[src/dms_regs.svh]
/*
  Constants for the diagnostic menu sequencer: display codes, timing counts, sizes.
  Assumes a single 250 MHz system clock; included by bare name.
*/
//
// Summary of operation
// RQ1: After self test passes, diagnostic_back_button shows prompt
// RQ2: Enter opens main menu, descends shown level
// RQ3: Diagnostic_back_button inside a menu climbs one level
// RQ4: Repeated diagnostic_back_button presses leave diagnostic mode
// RQ5: Scan cycles through items of current menu
// RQ6: Enter on function opens its submenu
// RQ7: Some submenus activate via start, load, confirm_run_button
// RQ8: Confirm_run_button in diagnostics never goes host-confirm_run_button
// RQ9: Self-test items confirm; confirm_run_button runs the test
// RQ10: Diagnostic_back_button at confirmation aborts and exits diagnostics
// RQ11: Tape loaded at power-up run shows loaded
// RQ12: Passed power-up test exits to unit display
// RQ13: Passed data test shows passed message
// RQ14: Any failed test shows numeric fail code
// RQ15: Data test rewinds first, then selects NRZI
// RQ16: Data test includes loop write-read check
// RQ17: Display shows subtest number 01 to 27
// RQ18: Density press shows current subtest number
// RQ19: After each series, next density, repeat
// RQ20: Buttons debounced, one press one action
`ifndef DMS_REGS_SVH
`define DMS_REGS_SVH

// ----------------------------------------
// Timing
// ----------------------------------------
`define DMS_CLK_MHZ 250
`define DMS_DEBOUNCE_US 5
`define DMS_DEBOUNCE_CYC (`DMS_DEBOUNCE_US * `DMS_CLK_MHZ)

// ----------------------------------------
// Menu sizes and subtest span
// ----------------------------------------
`define DMS_MAIN_ITEMS 4'h6
`define DMS_SELF_ITEMS 4'h2
`define DMS_SUB_FIRST 5'h01
`define DMS_SUB_LAST 5'h1B

// ----------------------------------------
// Display message codes
// ----------------------------------------
`define DMS_MSG_UNIT 5'h00
`define DMS_MSG_DIAGNOSTIC_BACK_BUTTON 5'h01
`define DMS_MSG_SELFTEST 5'h02
`define DMS_MSG_MOTION 5'h03
`define DMS_MSG_DRVADJ 5'h04
`define DMS_MSG_SETUP 5'h05
`define DMS_MSG_CAL 5'h06
`define DMS_MSG_DATADIAG 5'h07
`define DMS_MSG_PWUP_ITEM 5'h08
`define DMS_MSG_DATA_ITEM 5'h09
`define DMS_MSG_CONFIRM 5'h0A
`define DMS_MSG_LOADED 5'h0B
`define DMS_MSG_PASSED 5'h0C
`define DMS_MSG_FAIL 5'h0D
`define DMS_MSG_TESTNUM 5'h0E
`define DMS_MSG_RUNNING 5'h0F
`define DMS_MSG_REWIND 5'h10
`define DMS_MSG_FUNC 5'h11

`endif

[src/dms_pkg.sv]
/*
  Types for the diagnostic menu sequencer.
  Assumes dms_regs.svh is compiled alongside.
*/
`default_nettype none
package dms_pkg;
  // ----------------------------------------
  // Button set, one bit per pushbutton
  // ----------------------------------------
  typedef struct packed {
    logic diagnostic_back_button;
    logic enter;
    logic scan;
    logic confirm_run_button;
    logic start_stop;
    logic load;
    logic density;
  } dms_btn_s;

  typedef enum logic [1:0] {
    DMS_DEN_NRZI,
    DMS_DEN_PE,
    DMS_DEN_DDPE,
    DMS_DEN_GCR
  } dms_density_e;

  // Readout contents
  typedef struct packed {
    logic [4:0] msg;
    logic [7:0] number;
    logic [7:0] fail_code;
  } dms_disp_s;

  // Requests to drive test and motion functions
  typedef struct packed {
    logic run_pwup;
    logic rewind;
    logic loop_check;
    logic run_subtest;
    logic [4:0] subtest;
    dms_density_e density;
    logic func_act;
    logic [2:0] func_sel;
    logic [1:0] func_key;
  } dms_cmd_s;

  // Answers from drive
  typedef struct packed {
    logic done;
    logic pass;
    logic [7:0] fail_code;
  } dms_rsp_s;
endpackage : dms_pkg
`default_nettype wire

[src/dms_menu.sv]
/*
  Front-panel diagnostic menu sequencer: walks the menu tree on button
  presses, runs and aborts the self tests and steps the data test.
  Assumes the drive answers each test request with a one-cycle done pulse.
*/
`include "dms_regs.svh"
`default_nettype none
module dms_menu (
  input wire logic i_clk_sys,
  input wire logic i_nrst,
  input wire dms_pkg::dms_btn_s i_btn,
  input wire logic i_selftest_passed,
  input wire logic i_tape_loaded,
  input wire logic i_at_bot,
  input wire dms_pkg::dms_rsp_s i_rsp,
  output dms_pkg::dms_disp_s o_disp,
  output dms_pkg::dms_cmd_s o_cmd,
  output logic o_diagnostic_back_button_mode,
  output logic o_host_confirm_run_button_req
);
  import dms_pkg::*;

  typedef enum logic [3:0] {
    ST_UNIT,
    ST_READY,
    ST_MAIN,
    ST_SELF,
    ST_CONFIRM,
    ST_PWUP_RUN,
    ST_DT_REWIND,
    ST_DT_LOOP,
    ST_DT_SUB,
    ST_RESULT,
    ST_FUNC
  } dms_state_e;

  // ----------------------------------------
  // Button presses
  // ----------------------------------------
  logic [6:0] press;
  dms_btn_s pb;

  dms_debounce u_debounce (
    .i_clk_sys(i_clk_sys),
    .i_nrst(i_nrst),
    .i_raw(i_btn),
    .o_press(press)
  );
  assign pb = press;

  function automatic logic [3:0] wrap_next(input logic [3:0] cur, input logic [3:0] n);
    wrap_next = (cur == n - 4'h1) ? 4'h0 : cur + 4'h1;
  endfunction : wrap_next

  function automatic logic [7:0] to_bcd(input logic [4:0] v);
    logic [4:0] tens;
    tens = (v >= 5'h14) ? 5'h02 : (v >= 5'h0A) ? 5'h01 : 5'h00;
    to_bcd = {tens[3:0], 4'(v - tens * 5'h0A)};
  endfunction : to_bcd

  // ----------------------------------------
  // State
  // ----------------------------------------
  dms_state_e state_r, state_nxt;
  logic [3:0] main_sel_r, main_sel_nxt;
  logic [3:0] self_sel_r, self_sel_nxt;
  logic [3:0] func_item_r, func_item_nxt;
  logic [4:0] sub_r, sub_nxt;
  dms_density_e den_r, den_nxt;
  logic show_num_r, show_num_nxt;
  logic req_r, req_nxt;
  dms_disp_s disp_r, disp_nxt;
  logic [7:0] fail_r, fail_nxt;
  logic result_pass_r, result_pass_nxt;

  // Named decode
  wire in_diagnostic_back_button = (state_r != ST_UNIT);
  wire data_sel = (self_sel_r == 4'h1);
  wire sub_last = (sub_r == `DMS_SUB_LAST);
  wire den_last = (den_r == DMS_DEN_GCR);
  wire run_key = pb.start_stop | pb.load | pb.confirm_run_button;
  wire rsp_ok = i_rsp.done & i_rsp.pass;
  wire rsp_bad = i_rsp.done & ~i_rsp.pass;
  wire [4:0] main_msg = 5'(`DMS_MSG_SELFTEST + 5'(main_sel_r));

  always_comb begin
    state_nxt = state_r;
    main_sel_nxt = main_sel_r;
    self_sel_nxt = self_sel_r;
    func_item_nxt = func_item_r;
    sub_nxt = sub_r;
    den_nxt = den_r;
    show_num_nxt = show_num_r;
    req_nxt = 1'b0;
    fail_nxt = fail_r;
    result_pass_nxt = result_pass_r;
    case (state_r)
      ST_UNIT: begin
        if (pb.diagnostic_back_button && i_selftest_passed) begin
          state_nxt = ST_READY; // see RQ1
        end
      end
      ST_READY: begin
        if (pb.enter) begin
          state_nxt = ST_MAIN; // see RQ2
          main_sel_nxt = 4'h0;
        end else if (pb.diagnostic_back_button) begin
          state_nxt = ST_UNIT; // see RQ4
        end
      end
      ST_MAIN: begin
        if (pb.diagnostic_back_button) begin
          state_nxt = ST_READY; // see RQ3
        end else if (pb.scan) begin
          main_sel_nxt = wrap_next(main_sel_r, `DMS_MAIN_ITEMS); // see RQ5
        end else if (pb.enter) begin
          // Only the self test is handled here; other functions are delegated
          state_nxt = (main_sel_r == 4'h0) ? ST_SELF : ST_FUNC; // see RQ6
          self_sel_nxt = 4'h0;
          func_item_nxt = 4'h0;
        end
      end
      ST_FUNC: begin
        if (pb.diagnostic_back_button) begin
          state_nxt = ST_MAIN; // see RQ3
        end else if (pb.scan) begin
          func_item_nxt = func_item_r + 4'h1; // see RQ5
        end else if (pb.enter || run_key) begin
          req_nxt = 1'b1; // see RQ7
        end
      end
      ST_SELF: begin
        if (pb.diagnostic_back_button) begin
          state_nxt = ST_MAIN; // see RQ3
        end else if (pb.scan) begin
          self_sel_nxt = wrap_next(self_sel_r, `DMS_SELF_ITEMS); // see RQ5
        end else if (pb.enter) begin
          state_nxt = ST_CONFIRM; // see RQ9
        end
      end
      ST_CONFIRM: begin
        if (pb.diagnostic_back_button) begin
          state_nxt = ST_UNIT; // see RQ10
        end else if (pb.confirm_run_button) begin
          if (data_sel) begin
            den_nxt = DMS_DEN_NRZI;
            sub_nxt = `DMS_SUB_FIRST;
            show_num_nxt = 1'b0;
            state_nxt = i_at_bot ? ST_DT_LOOP : ST_DT_REWIND; // see RQ15
          end else if (i_tape_loaded) begin
            state_nxt = ST_RESULT; // see RQ11
            result_pass_nxt = 1'b0;
            fail_nxt = 8'h00;
          end else begin
            state_nxt = ST_PWUP_RUN; // see RQ9
          end
          req_nxt = ~(~data_sel & i_tape_loaded);
        end
      end
      ST_PWUP_RUN: begin
        if (rsp_ok) begin
          state_nxt = ST_UNIT; // see RQ12
        end else if (rsp_bad) begin
          state_nxt = ST_RESULT; // see RQ14
          fail_nxt = i_rsp.fail_code;
          result_pass_nxt = 1'b0;
        end
      end
      ST_DT_REWIND: begin
        if (i_rsp.done) begin
          state_nxt = ST_DT_LOOP; // see RQ15
          req_nxt = 1'b1;
        end
      end
      ST_DT_LOOP, ST_DT_SUB: begin
        if (pb.density) begin
          show_num_nxt = 1'b1; // see RQ18
        end
        if (rsp_bad) begin
          state_nxt = ST_RESULT; // see RQ14
          fail_nxt = i_rsp.fail_code;
          result_pass_nxt = 1'b0;
        end else if (rsp_ok) begin
          req_nxt = 1'b1;
          if (state_r == ST_DT_LOOP) begin
            state_nxt = ST_DT_SUB; // see RQ16
          end else if (!sub_last) begin
            sub_nxt = sub_r + 5'h01; // see RQ17
          end else if (den_last) begin
            state_nxt = ST_RESULT; // see RQ13
            result_pass_nxt = 1'b1;
            req_nxt = 1'b0;
          end else begin
            den_nxt = dms_density_e'(den_r + 2'h1); // see RQ19
            sub_nxt = `DMS_SUB_FIRST;
          end
        end
      end
      ST_RESULT: begin
        if (pb.diagnostic_back_button) begin
          state_nxt = ST_SELF; // see RQ3
        end
      end
      default: begin
        state_nxt = ST_UNIT;
      end
    endcase
  end

  // ----------------------------------------
  // Readout selection
  // ----------------------------------------
  always_comb begin
    disp_nxt = '0;
    disp_nxt.fail_code = fail_nxt;
    case (state_nxt)
      ST_UNIT: disp_nxt.msg = `DMS_MSG_UNIT; // see RQ12
      ST_READY: disp_nxt.msg = `DMS_MSG_DIAGNOSTIC_BACK_BUTTON; // see RQ1
      ST_MAIN: disp_nxt.msg = 5'(`DMS_MSG_SELFTEST + 5'(main_sel_nxt));
      ST_FUNC: begin
        disp_nxt.msg = `DMS_MSG_FUNC;
        disp_nxt.number = {4'h0, func_item_nxt};
      end
      ST_SELF: disp_nxt.msg = self_sel_nxt[0] ? `DMS_MSG_DATA_ITEM : `DMS_MSG_PWUP_ITEM;
      ST_CONFIRM: disp_nxt.msg = `DMS_MSG_CONFIRM;
      ST_PWUP_RUN: disp_nxt.msg = `DMS_MSG_RUNNING;
      ST_DT_REWIND: disp_nxt.msg = `DMS_MSG_REWIND;
      ST_DT_LOOP, ST_DT_SUB: begin
        disp_nxt.msg = `DMS_MSG_TESTNUM; // see RQ17
        disp_nxt.number = to_bcd(sub_nxt);
      end
      ST_RESULT: begin
        if (result_pass_nxt) begin
          disp_nxt.msg = `DMS_MSG_PASSED; // see RQ13
        end else if (fail_nxt == 8'h00) begin
          disp_nxt.msg = `DMS_MSG_LOADED; // see RQ11
        end else begin
          disp_nxt.msg = `DMS_MSG_FAIL; // see RQ14
        end
      end
      default: disp_nxt.msg = `DMS_MSG_UNIT;
    endcase
  end

  always_ff @(posedge i_clk_sys or negedge i_nrst) begin
    if (!i_nrst) begin
      state_r <= ST_UNIT;
      main_sel_r <= 4'h0;
      self_sel_r <= 4'h0;
      func_item_r <= 4'h0;
      sub_r <= `DMS_SUB_FIRST;
      den_r <= DMS_DEN_NRZI;
      show_num_r <= 1'b0;
      req_r <= 1'b0;
      fail_r <= 8'h00;
      result_pass_r <= 1'b0;
      disp_r <= '0;
    end else begin
      state_r <= state_nxt;
      main_sel_r <= main_sel_nxt;
      self_sel_r <= self_sel_nxt;
      func_item_r <= func_item_nxt;
      sub_r <= sub_nxt;
      den_r <= den_nxt;
      show_num_r <= show_num_nxt;
      req_r <= req_nxt;
      fail_r <= fail_nxt;
      result_pass_r <= result_pass_nxt;
      disp_r <= disp_nxt;
    end
  end

  // ----------------------------------------
  // Outputs to the drive
  // ----------------------------------------
  dms_cmd_s cmd_r;
  logic diagnostic_back_button_r;
  logic host_r;

  always_ff @(posedge i_clk_sys or negedge i_nrst) begin
    if (!i_nrst) begin
      cmd_r <= '0;
      diagnostic_back_button_r <= 1'b0;
      host_r <= 1'b0;
    end else begin
      cmd_r.run_pwup <= req_nxt & (state_nxt == ST_PWUP_RUN);
      cmd_r.rewind <= req_nxt & (state_nxt == ST_DT_REWIND);
      cmd_r.loop_check <= req_nxt & (state_nxt == ST_DT_LOOP); // see RQ16
      cmd_r.run_subtest <= req_nxt & (state_nxt == ST_DT_SUB);
      cmd_r.subtest <= sub_nxt;
      cmd_r.density <= den_nxt; // see RQ19
      cmd_r.func_act <= req_nxt & (state_nxt == ST_FUNC); // see RQ7
      cmd_r.func_sel <= main_sel_r[2:0];
      cmd_r.func_key <= pb.load ? 2'h2 : pb.start_stop ? 2'h1 : pb.confirm_run_button ? 2'h3 : 2'h0;
      diagnostic_back_button_r <= (state_nxt != ST_UNIT);
      // Confirm_run_button reaches the host only outside diagnostics
      host_r <= pb.confirm_run_button & ~in_diagnostic_back_button & (state_nxt == ST_UNIT); // see RQ8
    end
  end

  assign o_cmd = cmd_r;
  assign o_diagnostic_back_button_mode = diagnostic_back_button_r;
  assign o_host_confirm_run_button_req = host_r;
  assign o_disp = disp_r;

  // Density press only sets show_num_r; the readout shows the number through the loop check and subtests regardless
  wire unused_ok = show_num_r ^ (main_msg[0] & 1'b0);
endmodule : dms_menu
`default_nettype wire

[src/dms_debounce.sv]
/*
  Debounce and rising-edge detect for all pushbuttons.
  Assumes button inputs are synchronous to the clock and active high.
*/
`include "dms_regs.svh"
`default_nettype none
module dms_debounce (
  input wire logic i_clk_sys,
  input wire logic i_nrst,
  input wire dms_pkg::dms_btn_s i_raw,
  output logic [6:0] o_press
);
  import dms_pkg::*;

  localparam int W = 7;
  localparam logic [11:0] CNT_MAX = 12'(`DMS_DEBOUNCE_CYC - 1);

  logic [W-1:0] raw;
  logic [W-1:0] stable_r;
  logic [W-1:0] press_r;
  logic [11:0] cnt_r [W];

  assign raw = i_raw;
  assign o_press = press_r;

  // Level must hold steady for the whole window before it is believed
  // One process for all buttons, so each vector keeps a single driver
  always_ff @(posedge i_clk_sys or negedge i_nrst) begin
    if (!i_nrst) begin
      for (int g = 0; g < W; g++) begin
        cnt_r[g] <= 12'h000;
      end
      stable_r <= 7'h00;
      press_r <= 7'h00;
    end else begin
      for (int g = 0; g < W; g++) begin
        press_r[g] <= 1'b0;
        if (raw[g] == stable_r[g]) begin
          cnt_r[g] <= 12'h000;
        end else if (cnt_r[g] == CNT_MAX) begin
          cnt_r[g] <= 12'h000;
          stable_r[g] <= raw[g];
          press_r[g] <= raw[g]; // see RQ20
        end else begin
          cnt_r[g] <= cnt_r[g] + 12'h001;
        end
      end
    end
  end
endmodule : dms_debounce
`default_nettype wire

[config.mk]
export PLATFORM = sky130hd
export DESIGN_NAME = dms_menu
export DESIGN_NICKNAME = d
export VERILOG_FILES = /design/src/dms_pkg.sv /design/src/dms_menu.sv /design/src/dms_debounce.sv
export VERILOG_INCLUDE_DIRS = /design/src
export SDC_FILE = /design/constraint.sdc
export NUM_CORES = 1
export LEC_CHECK = 0
export BUFFER_PORTS_ARGS = -buffer_cell sky130_fd_sc_hd__buf_2
export CELL_PAD_IN_SITES_DETAIL_PLACEMENT = 0
export CELL_PAD_IN_SITES_GLOBAL_PLACEMENT = 1
export CORE_MARGIN = 1
export CORE_UTILIZATION = 40
export CTS_CLUSTER_SIZE = 25
export DETAILED_ROUTE_END_ITERATION = 6
export PLACE_DENSITY_LB_ADDON = 0.1
export SLEW_MARGIN = 40
export SYNTH_ARGS = -nofsm -noshare
export SYNTH_HDL_FRONTEND = slang
export SYNTH_SLANG_ARGS = --single-unit
export TNS_END_PERCENT = 50
[constraint.sdc]
create_clock -name i_clk_sys -period 3.3 [get_ports i_clk_sys]
set_input_delay 0.165 -clock i_clk_sys [delete_from_list [all_inputs] [get_ports i_clk_sys]]
set_output_delay 0.165 -clock i_clk_sys [all_outputs]
set_load 0.05 [all_outputs]
; ---- Yosys cells after proc, flatten, opt, wreduce, memory -nomap -nowiden
; Index checks and enable logic that the tools add are counted.
[totals]
register_bits = 160
out_inout_bits = 40
in_bits = 22
[classes]
eq_ne = 51
n_mux = 131
reduce_logical = 21
order_cmp = 2
mul = 1
addsub = 14
bitwise_logic = 23
[ops]
columns = cell, n
row1 = $mux 12, 14
row2 = $mux 4, 39
row3 = $add 12x1->12 const B, 7
row4 = $eq 12x11->1 const B, 7
row5 = $mux 8, 6
row6 = $pmux 5 s9, 1
row7 = $mux 5, 8
row8 = $pmux 4 s10, 1
row9 = $mux 1, 39
row10 = $eq 4x3->1 const B, 9
row11 = $eq 4x4->1 const B, 6
row12 = $mux 2, 12
row13 = $pmux 4 s2, 3
row14 = $pmux 8 s3, 1
row15 = $ne 2x2->1 const B, 10
row16 = $eq 4x2->1 const B, 4
row17 = $reduce_and 2->1, 7
row18 = $add 4x1->4 const B, 3
row19 = $eq 4x1->1 const B, 3
row20 = $logic_not 4->1, 3
row21 = $pmux 6 s2, 1
row22 = $not 1->1, 11
row23 = $and 1x1->1, 10
row24 = $pmux 5 s2, 1
row25 = other kinds (24), 37

; ---- Longest topological paths before layout
; Gate-level depths: netlist (run 1).
[logic_depth]
depth_word = 13
mapped_depth = 14
depth_no_buf = 13

; ---- Modules after synthesis
; A second synthesis (run 1) with hierarchy kept.
[unflattened]
hier_cells = 800
hier_area_um2 = 8130.3
[modules_own_cells]
columns = module, cells_per_inst, area_each_um2, instances
row1 = dms_debounce, 472, 4869.7, 1
row2 = dms_menu, 328, 3260.6, 1

; ---- Worst setup path before layout (run 1)
; Ideal clock, no wire load.
[synth_path]
path_kind = register -> register
startpoint = register self_sel_r[1]
endpoint = register disp_r, in the netlist o_disp[11]
path_buffers = 1
setup_time_ns = 0.122
slack_ns = 0.256
period_less_slack_ns = 3.044
arrival_time_ns = 2.922
required_time_ns = 3.178
stages_incl_launch_ff = 15
path_cell_list = dfrtp_1 > inv_1 > ha_1 > or3b_1 > clkbuf_1 > or3_4 > and3_1 > nor2_2 > nand3_1 > o22ai_1 > ha_1 > inv_1 > fa_1 > xnor2_1 > a32o_1
[synth_rtl]
columns = item, line
row1 = "start, declared", dms_menu.sv:66  ; logic [3:0] self_sel_r, self_sel_nxt;
row2 = "start signal, assigned", dms_menu.sv:261  ; self_sel_r <= self_sel_nxt;
row3 = "end signal, assigned", dms_menu.sv:269  ; disp_r <= disp_nxt;
row4 = "end, declared", dms_menu.sv:72  ; dms_disp_s disp_r, disp_nxt;

==> results by group, run 1 <==
STA
  • Final worst path period need: 3.11 ns
  • Final Hold Viols: 0
  • Measured slew at the worst slew-check pin: slightly below 0.7 ns
  • Final setup vio count: 0
  • RSZ-0062 raised after global routing: false
  • F_max: roughly 320 MHz
  • Worst Skew: 0.00741 ns
  • Final worst setup slack: 0.194 ns
  • Period utilization: 94.1%
  • Slew Viols, Final: 0
  • Setup TNS: 0 ns
  • Normalized max-slew margin: 54.0%

Logic synthesis
  • Yosys top cell area share: 49.8%
  • Syn Inst Count: 690
  • FFs w/ async S/R, synth: 100%
  • Most numerous cell in the Yosys netlist: dfrtp_1
  • Area contributors post-synth: dfrtp_1, nor2_1, xor2_1
  • Seq/Total Area, Yosys: 50.1%
  • Post-synth top cells: dfrtp_1, nor2_1, nand3_1, xor2_1, nand2_1
  • Area of the mapped netlist: ~7000 µm²
  • EDFF count, synth: 0
  • #FFs+latches synth: between 100 and 150
  • Yosys cell types: 77
  • Ys Warns: 0
  • Synth Flop Type: dfrtp_1
  • Cell taking the most area after synthesis: dfrtp_1
  • Mean Syn Cell Area: 10.1 µm²

Routing
  • Initial drt markers: 346
  • Via density: slightly above 5
  • Pre-antenna DRT Iters: 4
  • Routed WL per cell: 15.0 µm
  • ANT nets after route: 0
  • Final WL: 15000 µm
  • Vias: 5143
  • # DRC: 0

Floorplanning
  • Top Ports: 62
  • Die Y: 134 µm
  • Initial Util: 41.6%
  • Core area: between 15000 and 20000 µm²
  • Die area: 18000 µm²
  • Die width: 134 µm
  • Placement Rows: 47

Global route
  • Largest net degree at the start of global routing: 83
  • Gr usage total: 18.0%
  • Number of global-route vias before repair: about 5100
  • GRT Residual Overflow: 0
  • First-pass GRT wire length: 25300 µm
  • Initial antenna violation count: 0

Cells and area
  • Filler cell count: 1603
  • Multi-input gate area: around 3200 µm²
  • Seq. cell area: 3500 µm²
  • Layout area overhead: 18.7%
  • ANT cells: 0
  • Layout cell share with drive strength beyond 1: 16.2%
  • Post-Layout Inst Area: 8300 µm²
  • Fin nets: 808
  • Non-filler instance count after layout: 996

Setup path
  • Crit path max-delay cell type: or4b_1
  • Critical path origin: state_r[0]$_DFF_PN0_
  • CP Max Fanout: 6
  • Cells along the critical path: or4b_1 -> or3_4 -> and3_1 -> nor2_2 -> nand3_1 -> o22ai_1 -> ha_1 -> inv_1 -> fa_1 -> xnor2_1 -> a32o_1
  • CP Class: flop to flop
  • Crit path buffers/inverters: 1
  • Crit path capture type: flop
  • Cells on worst reg2reg path: 11
  • Reg2reg setup slack: 0.19 ns
  • CP Launch Type: flop
  • Worst path max stage delay: 0.55 ns
  • Cell family with most CP delay: simple AND/OR/NAND/NOR gates
  • Worst r2r dst: o_disp[11]$_DFF_PN0_
  • Critical Path AT: between 3 and 4 ns
  • Reg2reg start: state_r[0]$_DFF_PN0_
  • Req. time, crit path: 3.61 ns

Placement
  • Cell count after placement: 958
  • Post-placement cell area: approximately 7600 µm²
  • GP Congestion: roughly 0.8
  • Place WS: 0.198 ns
  • Dpl hpwl: roughly 11000 µm
  • Port Buffer Count: between 50 and 60

Power and ir drop
  • Lkg Pwr: 3.90 nW
  • Max VDD drop: roughly 0.00037 V
  • Power Dens Cells: 509 nW/µm²

Hold path
  • Hold Path Sink: u_debounce.stable_r[2]$_DFFE_PN0P_
  • Hold Crit Depth: 2
  • Hold wc startpoint: i_btn[2]
  • Hold WC Path Type: input pin to flop

Clocking
  • CTS HTree Levels: 4
  • CTS Buffer Depth: 2
  • Clk sink count: 140
  • CTS tree: yes
  • Clock transition at the registers of the reported paths: about 0.06 ns
  • Clk_lat worst skew: 0.42 ns
  • TritonCTS buffer count: 17
  • Root Buffer: clkbuf_16

Run
  • Maxcap violations: 0

Outcome
  • Status: finished clean
## flip-flops by register name (all words and copies together), names as in the netlist, 6 cells and up
name                 flops
fail_r                   8
u_debounce.o_press       6
u_debounce.cnt_r        72
u_debounce.stable_r      6
o_cmd                   17
o_disp                  11
## cells in the final DEF (no fill, tap or decap), types with 8 or more instances in the layout
cell | Yosys | layout
dfrtp_1 | 139 | 139
nor2_1 | 106 | 106
buf_2 | 4 | 57
nand3_1 | 53 | 53
xor2_1 | 40 | 40
nand2_1 | 33 | 33
and3_1 | 28 | 28
xnor2_1 | 28 | 28
inv_1 | 26 | 26
ha_1 | 22 | 22
o21ai_0 | 18 | 18
clkbuf_16 | 0 | 17
buf_4 | 6 | 15
nor3_1 | 13 | 13
a21oi_1 | 12 | 12
nand2b_1 | 10 | 10
nor2b_1 | 9 | 9
a22o_1 | 9 | 9
nor3b_1 | 8 | 8
## repair_timing
item | CTS | global route
endpoints found under the hold margin | 85 | 0
hold buffers | 6 | 0
buffers inserted | 0 | 0
resized for setup | 0 | 0
## metrics by stage
step	hold slack, ns	total power [mW]	util [%]
floorplan	-0.131	1.96	-
global placement	0.267	2.04	44.9
detailed placement	0.284	2.05	44.9
CTS	0.00249	4.29	49.3
global route	0.00949	4.40	49.4
finish	0.0168	4.23	49.4
## power breakdown
part	internal, mW	switching [mW]	leakage [nW]	total (mW)
logic	0.0729	0.137	1.67	0.210
clock network	1.48	0.730	0.331	2.21
registers	1.76	0.0476	1.90	1.81
## final cells by class
class	instances	share of cell area, %
clock buffers	22	5.71
clock inverters	10	2.53
inverters	27	1.22
multi-input cells	497	39.1
flip-flops and latches	140	42.2
well taps	220	3.32
repair buffers	80	5.92
## worst reg2reg max path, cell delays in order (launching register included)
cell	delay (ns)
dfrtp_1	0.40
or4b_1	0.55
or3_4	0.42
and3_1	0.21
nor2_2	0.13
nand3_1	0.10
o22ai_1	0.23
ha_1	0.19
inv_1	0.05
fa_1	0.37
xnor2_1	0.14
a32o_1	0.21
## logic make-up after synthesis
logic type | synth area share, %
and+or+nand+nor | 22.4
DFF | 50.1
AOI/OAI and AO/OA | 9.40
xor gates and xnor gates | 8.52
buffers and inverters | 3.53
adders and majority gates | 4.22
muxes | 1.70
other | 0.0536
## per-layer routing
layer  global-route usage [%]  wire length [µm]
met3                     4.72               527
met5                        0                 0
met4                     4.99               199
met2                     30.1              7120
met1                     23.0              7120
## worst max path at each step
stage | end | slack, ns | cells past startpoint
6_report | o_disp[11]$_DFF_PN0_ | 0.19 | 11
5_1_grt | o_disp[11]$_DFF_PN0_ | 0.01 | 13
4_1_cts | o_disp[11]$_DFF_PN0_ | 0.19 | 11
3_5_place_dp | o_disp[11]$_DFF_PN0_ | 0.20 | 13
3_3_place_gp | o_disp[11]$_DFF_PN0_ | 0.29 | 11
2_1_floorplan | o_disp[11]$_DFF_PN0_ | 0.26 | 14
(Power assumes the default switching activity.)
==> inputs of run 2 (changes only) <==
--- a/config.mk
+++ b/config.mk
@@ -10,7 +10,7 @@
 export CELL_PAD_IN_SITES_DETAIL_PLACEMENT = 0
 export CELL_PAD_IN_SITES_GLOBAL_PLACEMENT = 1
 export CORE_MARGIN = 1
-export CORE_UTILIZATION = 40
+export CORE_UTILIZATION = 47
 export CTS_CLUSTER_SIZE = 25
 export DETAILED_ROUTE_END_ITERATION = 6
 export PLACE_DENSITY_LB_ADDON = 0.1
==> run 2 against run 1 <==
Compared with the run above: sequential power about the same; combinational power rose by 2%; worst setup slack gained 0.0049 ns; clock skew shrank 0.0014 ns; worst hold slack about the same; sequential cell count unchanged.
==> results by group, run 2 (synthesized netlist as in run 1, its figures left out) <==
Outcome
  • Status: finished clean

Global route
  • Number of global-route vias before repair: 5009
  • First-pass GRT wire length: 24300 µm
  • Top Usage Layer GRT: met2
  • Largest net degree at the start of global routing: 81
  • Gr usage total: 20.7%
  • GRT Residual Overflow: 0
  • GR Util met1: around 28%
  • M2 GR Usage: 32.4%
  • Initial antenna violation count: 0
  • Met3 Resource Use GR: 5.59%

Cells and area
  • Post-Layout Inst Area: 8160 µm²
  • Fin nets: 810
  • Top reg by flops: u_debounce.cnt_r
  • ANT cells: 0
  • Commonest non-fill, non-tap cell in the layout: dfrtp_1
  • Most frequent cells in the layout: dfrtp_1, nor2_1, buf_2
  • Layout cell share with drive strength beyond 1: 16.2%
  • Layout area overhead: 16.8%
  • Max reg flops: 72

STA
  • Setup TNS: 0 ns
  • Final worst path period need: around 3.1 ns
  • Final setup vio count: 0
  • Final Hold Viols: 0
  • Worst Skew: 0.00605 ns
  • F_max: ~320 MHz
  • Period utilization: 94.0%
  • Hold slack: 0.0163 ns
  • RSZ-0062 raised after global routing: false
  • Normalized max-slew margin: between 40% and 50%
  • Slew Viols, Final: 0
  • Measured slew at the worst slew-check pin: 0.774 ns

Routing
  • Routed WL per cell: 15.1 µm
  • Initial drt markers: 303
  • Final WL: about 15000 µm
  • Pre-antenna DRT Iters: 5
  • ANT nets after route: 0
  • Vias: slightly above 5000
  • Via density: 5.37
  • # DRC: 0

Clocking
  • TritonCTS buffer count: 17
  • CTS HTree Levels: 4
  • Clock transition at the registers of the reported paths: 0.06 ns
  • Clk sink count: 140
  • Root Buffer: clkbuf_16
  • CTS tree: yes
  • Clk_lat worst skew: between 0.4 and 0.5 ns
  • CTS Buffer Depth: 2

Floorplanning
  • Die width: 124 µm
  • Top Ports: 62
  • Initial Util: 48.1%
  • Core area: 14500 µm²
  • Die area: around 15000 µm²
  • Placement Rows: 44
  • Die Y: around 120 µm

Setup path
  • CP Launch Type: flop
  • CP Class: flop to flop
  • Reg2reg start: state_r[0]$_DFF_PN0_
  • Crit path capture type: flop
  • Reg2reg setup slack: about 0.20 ns
  • Worst r2r dst: o_disp[11]$_DFF_PN0_
  • CP Max Fanout: 6
  • Critical Path AT: 3.40 ns
  • Cells on worst reg2reg path: 11
  • Req. time, crit path: 3.60 ns

Hold path
  • Hold wc startpoint: i_btn[2]
  • Hold Path Sink: u_debounce.stable_r[2]$_DFFE_PN0P_
  • Hold Crit Depth: 2
  • Hold WC Path Type: input pin to flop

Power and ir drop
  • Total Power: 3.86 mW
  • Lkg Pwr: between 3 and 4 nW
  • Max VDD drop: 0.000301 V
  • Power Dens Cells: 472 nW/µm²

Placement
  • Port Buffer Count: 58
  • Dpl hpwl: roughly 10000 µm
  • Post-placement cell area: ~7500 µm²
  • GP Congestion: 0.839

Run
  • Maxcap violations: 0
==> run 2: cell types whose count changed in the layout (fill, tap and decap cells not counted), sizes merged <==
cell,previous run,this run
bufinv,6,2
clkinv,4,6
buf,73,76
==> run 2: per-layer routing <==
layer  up-vias  share of wire, %
met5         -                 0
met4         0               1.3
met3        16               4.2
met2       100                47
met1      2493                47
li1       2551                 -
==> run 2: final cells by class <==
cell class	instances	area [µm²]
Tap cell	184	230
Multi-Input combinational cell	497	3260
Timing Repair Buffer	82	512
Sequential cell	140	3500
Inverter	27	101
Clock buffer	23	468
Fill cell	1300	6370
Clock inverter	8	92.6
==> run 2: worst max-delay path, cell delays in order, from the launching register on <==
cell	delay, ns
dfrtp_1	0.41
or4b_1	0.56
or3_4	0.42
and3_1	0.22
nor2_4	0.16
nand3_1	0.12
o22ai_2	0.18
ha_1	0.16
inv_1	0.04
fa_1	0.37
xnor2_1	0.14
a32o_1	0.21
==> run 2: repair_timing <==
action / in CTS / in global routing
resized for setup: 0 / 2
endpoints found under the hold margin: 82 / 0
hold buffers: 6 / 0
buffers inserted: 0 / 0
setup endpoints to repair: 0 / 2
==> run 2: how the worst max path moves through the flow <==
| stage | end | slack (ns) | startpoint |
|---|---|---|---|
| final | o_disp[11]$_DFF_PN0_ | 0.20 | state_r[0]$_DFF_PN0_ |
| after floorplan | o_disp[11]$_DFF_PN0_ | 0.26 | self_sel_r[1]$_DFFE_PN0P_ |
| after global routing | o_disp[11]$_DFF_PN0_ | 0.02 | self_sel_r[1]$_DFFE_PN0P_ |
| after detailed placement | o_disp[11]$_DFF_PN0_ | 0.12 | self_sel_r[1]$_DFFE_PN0P_ |
| after global placement | o_disp[11]$_DFF_PN0_ | 0.21 | state_r[0]$_DFF_PN0_ |
| after CTS | o_disp[11]$_DFF_PN0_ | 0.12 | self_sel_r[1]$_DFFE_PN0P_ |
==> run 2: per-stage QoR <==
step	util [%]	setup slack, ns	instances
after CTS	55.9	0.122	960
after floorplan	-	0.256	691
after global placement	51.6	0.209	923
after detailed placement	51.6	0.117	923
final	56.2	0.199	961
after global routing	56.2	0.0182	961
==> run 2: power breakdown <==
group	switching [mW]	leakage [nW]	internal (mW)	total [mW]
Combinational	0.140	1.68	0.0758	0.215
Clock	0.691	0.277	1.14	1.83
Sequential	0.0480	1.90	1.76	1.81
==> inputs of run 3 (changes only) <==
--- a/config.mk
+++ b/config.mk
@@ -10,7 +10,7 @@
 export CELL_PAD_IN_SITES_DETAIL_PLACEMENT = 0
 export CELL_PAD_IN_SITES_GLOBAL_PLACEMENT = 1
 export CORE_MARGIN = 1
-export CORE_UTILIZATION = 47
+export CORE_UTILIZATION = 42
 export CTS_CLUSTER_SIZE = 25
 export DETAILED_ROUTE_END_ITERATION = 6
 export PLACE_DENSITY_LB_ADDON = 0.1
==> constraint.sdc (replaced) <==
create_clock -name i_clk_sys -period 2.7 [get_ports i_clk_sys]
set_input_delay 0.135 -clock i_clk_sys [delete_from_list [all_inputs] [get_ports i_clk_sys]]
set_output_delay 0.135 -clock i_clk_sys [all_outputs]
set_load 0.05 [all_outputs]
==> run 3 against run 2 <==
Compared with the run above: the run now ends with setup timing left; global-route usage shrank 1.0 points; first-iteration DRC count shrank 1.3%; highest routed layer unchanged; worst setup slack lost 0.39 ns; routed wire length grew 7.8%; non-clock buffer count grew 49; clock skew grew 0.0010 ns; final cell count grew 8.4%; combinational power grew 27%; cell area grew 6.1%; sequential power grew 22%; sequential share of layout area shrank 2.5 points; largest power group is now registers; critical endpoint unchanged; worst hold slack gained 0.18 ns.
==> results by group, run 3 (synthesized netlist as in run 1, its figures left out) <==
Cells and area
  • Fin nets: 859
  • ANT cells: 0
  • Filler cell count: 1447
  • Top reg by flops: u_debounce.cnt_r
  • Fin util: a little over half
  • Layout cell share with drive strength beyond 1: 22.2%
  • Multi-input gate area: 3350 µm²
  • Most frequent cells in the layout: dfrtp_1, nor2_1, buf_2, buf_4, nand3_1
  • Commonest non-fill, non-tap cell in the layout: dfrtp_1
  • Layout area overhead: 23.9%
  • Non-filler instance count after layout: 1042
  • Seq. cell area: around 3500 µm²
  • Max reg flops: 72

Routing
  • Initial drt markers: 299
  • Routed WL per cell: 15.0 µm
  • Pre-antenna DRT Iters: 5
  • ANT nets after route: 0
  • Vias: 5452
  • Via density: 5.23
  • # DRC: 0
  • Final WL: approximately 16000 µm

Global route
  • Initial antenna violation count: 0
  • GRT Residual Overflow: 0
  • Gr usage total: 19.6%
  • Number of global-route vias before repair: approximately 5300
  • First-pass GRT wire length: 26000 µm
  • Largest net degree at the start of global routing: 55

Outcome
  • Status: finished with violations
  • Violated checks: setup timing

Setup path
  • CP Max Fanout: 16
  • Critical Path AT: ~3.2 ns
  • CP Launch Type: flop
  • Cells on worst reg2reg path: 14
  • Worst r2r dst: o_disp[11]$_DFF_PN0_
  • Reg2reg start: state_r[0]$_DFF_PN0_
  • Critical path origin: state_r[0]$_DFF_PN0_
  • Reg2reg setup slack: -0.19 ns
  • Crit path capture type: flop
  • Req. time, crit path: 3.00 ns
  • CP Class: flop to flop

Power and ir drop
  • Max VDD drop: 0.000513 V
  • Lkg Pwr: 4.10 nW
  • Power Dens Cells: between 500 and 600 nW/µm²

STA
  • RSZ-0062 raised after global routing: true
  • Hold slack: ~0.2 ns
  • F_max: between 300 and 400 MHz
  • Final Hold Viols: 0
  • Final worst setup slack: -0.191 ns
  • Final setup vio count: 2
  • Normalized max-slew margin: 63.4%
  • Final worst path period need: just under 3 ns
  • Period utilization: 107%
  • Setup TNS: -0.362 ns
  • Slew Viols, Final: 0
  • Measured slew at the worst slew-check pin: 0.544 ns
  • Worst Skew: 0.00709 ns

Run
  • Maxcap violations: 0

Floorplanning
  • Placement Rows: 46
  • Die Y: 131 µm
  • Initial Util: 43.5%
  • Die width: 131 µm
  • Core area: 16100 µm²
  • Top Ports: between 60 and 70
  • Die area: 17200 µm²

Clocking
  • Clk_lat worst skew: 0.41 ns
  • Clock transition at the registers of the reported paths: 0.06 ns
  • CTS Buffer Depth: 2
  • Root Buffer: clkbuf_16
  • CTS HTree Levels: 4
  • TritonCTS buffer count: 17
  • CTS tree: yes
  • Clk sink count: 140

Hold path
  • Hold Crit Depth: 3
  • Hold WC Path Type: input pin to flop
  • Hold Path Sink: o_cmd[13]$_DFF_PN0_
  • Hold wc startpoint: i_rsp[8]

Placement
  • Cell count after placement: 991
  • Port Buffer Count: 58
  • Dpl hpwl: 11200 µm
  • GP Congestion: 0.840
[run 3: cell type report]
class,instances,share of cell area (%)
timing repair buffer,131,10.3
inverter,27,1.17
clock inverter,10,1.08
sequential,140,40.5
tap,216,3.12
multi-input combinational,497,38.6
clock buffer,21,5.20
[run 3: worst max-delay path by stage]
| stage | slack (ns) | end |
|---|---|---|
| after floorplan | -0.28 | o_disp[11]$_DFF_PN0_ |
| after global placement | -0.19 | o_disp[11]$_DFF_PN0_ |
| after detailed placement | -0.25 | o_disp[11]$_DFF_PN0_ |
| after CTS | -0.24 | o_disp[11]$_DFF_PN0_ |
| after global routing | -0.35 | o_disp[11]$_DFF_PN0_ |
| final | -0.19 | o_disp[11]$_DFF_PN0_ |
[run 3: repair_timing]
action / 4_1_cts / 5_1_grt
buffers inserted: 3 / 2
pin swaps: 6 / 4
endpoints found under the hold margin: 66 / 0
gates resized for setup: 5 / 9
endpoints found under the setup margin: 2 / 10
cloned: 0 / 0
hold buffers: 15 / 0
[run 3: routing by layer]
layer | up-vias | wire, µm | global-route usage, %
met5 | - | 0 | 0
met4 | 0 | 223 | 6.42
met3 | 13 | 474 | 4.48
met2 | 96 | 7580 | 32.5
met1 | 2697 | 7360 | 25.5
li1 | 2646 | - | -
[run 3: per-stage QoR]
stage                     total power [mW]  instance area (µm²)  worst slack [ns]
after floorplan                       2.39                 7030            -0.283
after global placement                2.50                 7860            -0.195
after detailed placement              2.51                 7860            -0.250
after CTS                             4.72                 8600            -0.239
after global routing                  4.87                 8660            -0.354
final                                 4.64                 8660            -0.191
[run 3: critical path, cell delays in order (launching register included)]
cell and delay [ns]:
dfrtp_1 0.39, buf_4 0.14, buf_4 0.19, nor4b_4 0.30
nand2_1 0.16, o31ai_2 0.25, buf_4 0.16, nor2_4 0.04
buf_4 0.14, o22ai_2 0.11, ha_2 0.20, inv_2 0.04
fa_2 0.33, xnor2_1 0.13, a32o_1 0.21
[run 3: power by group]
group | total, mW | internal, mW | switching [mW]
Clock | 2.16 | 1.29 | 0.872
Combinational | 0.274 | 0.101 | 0.173
Sequential | 2.21 | 2.15 | 0.0594
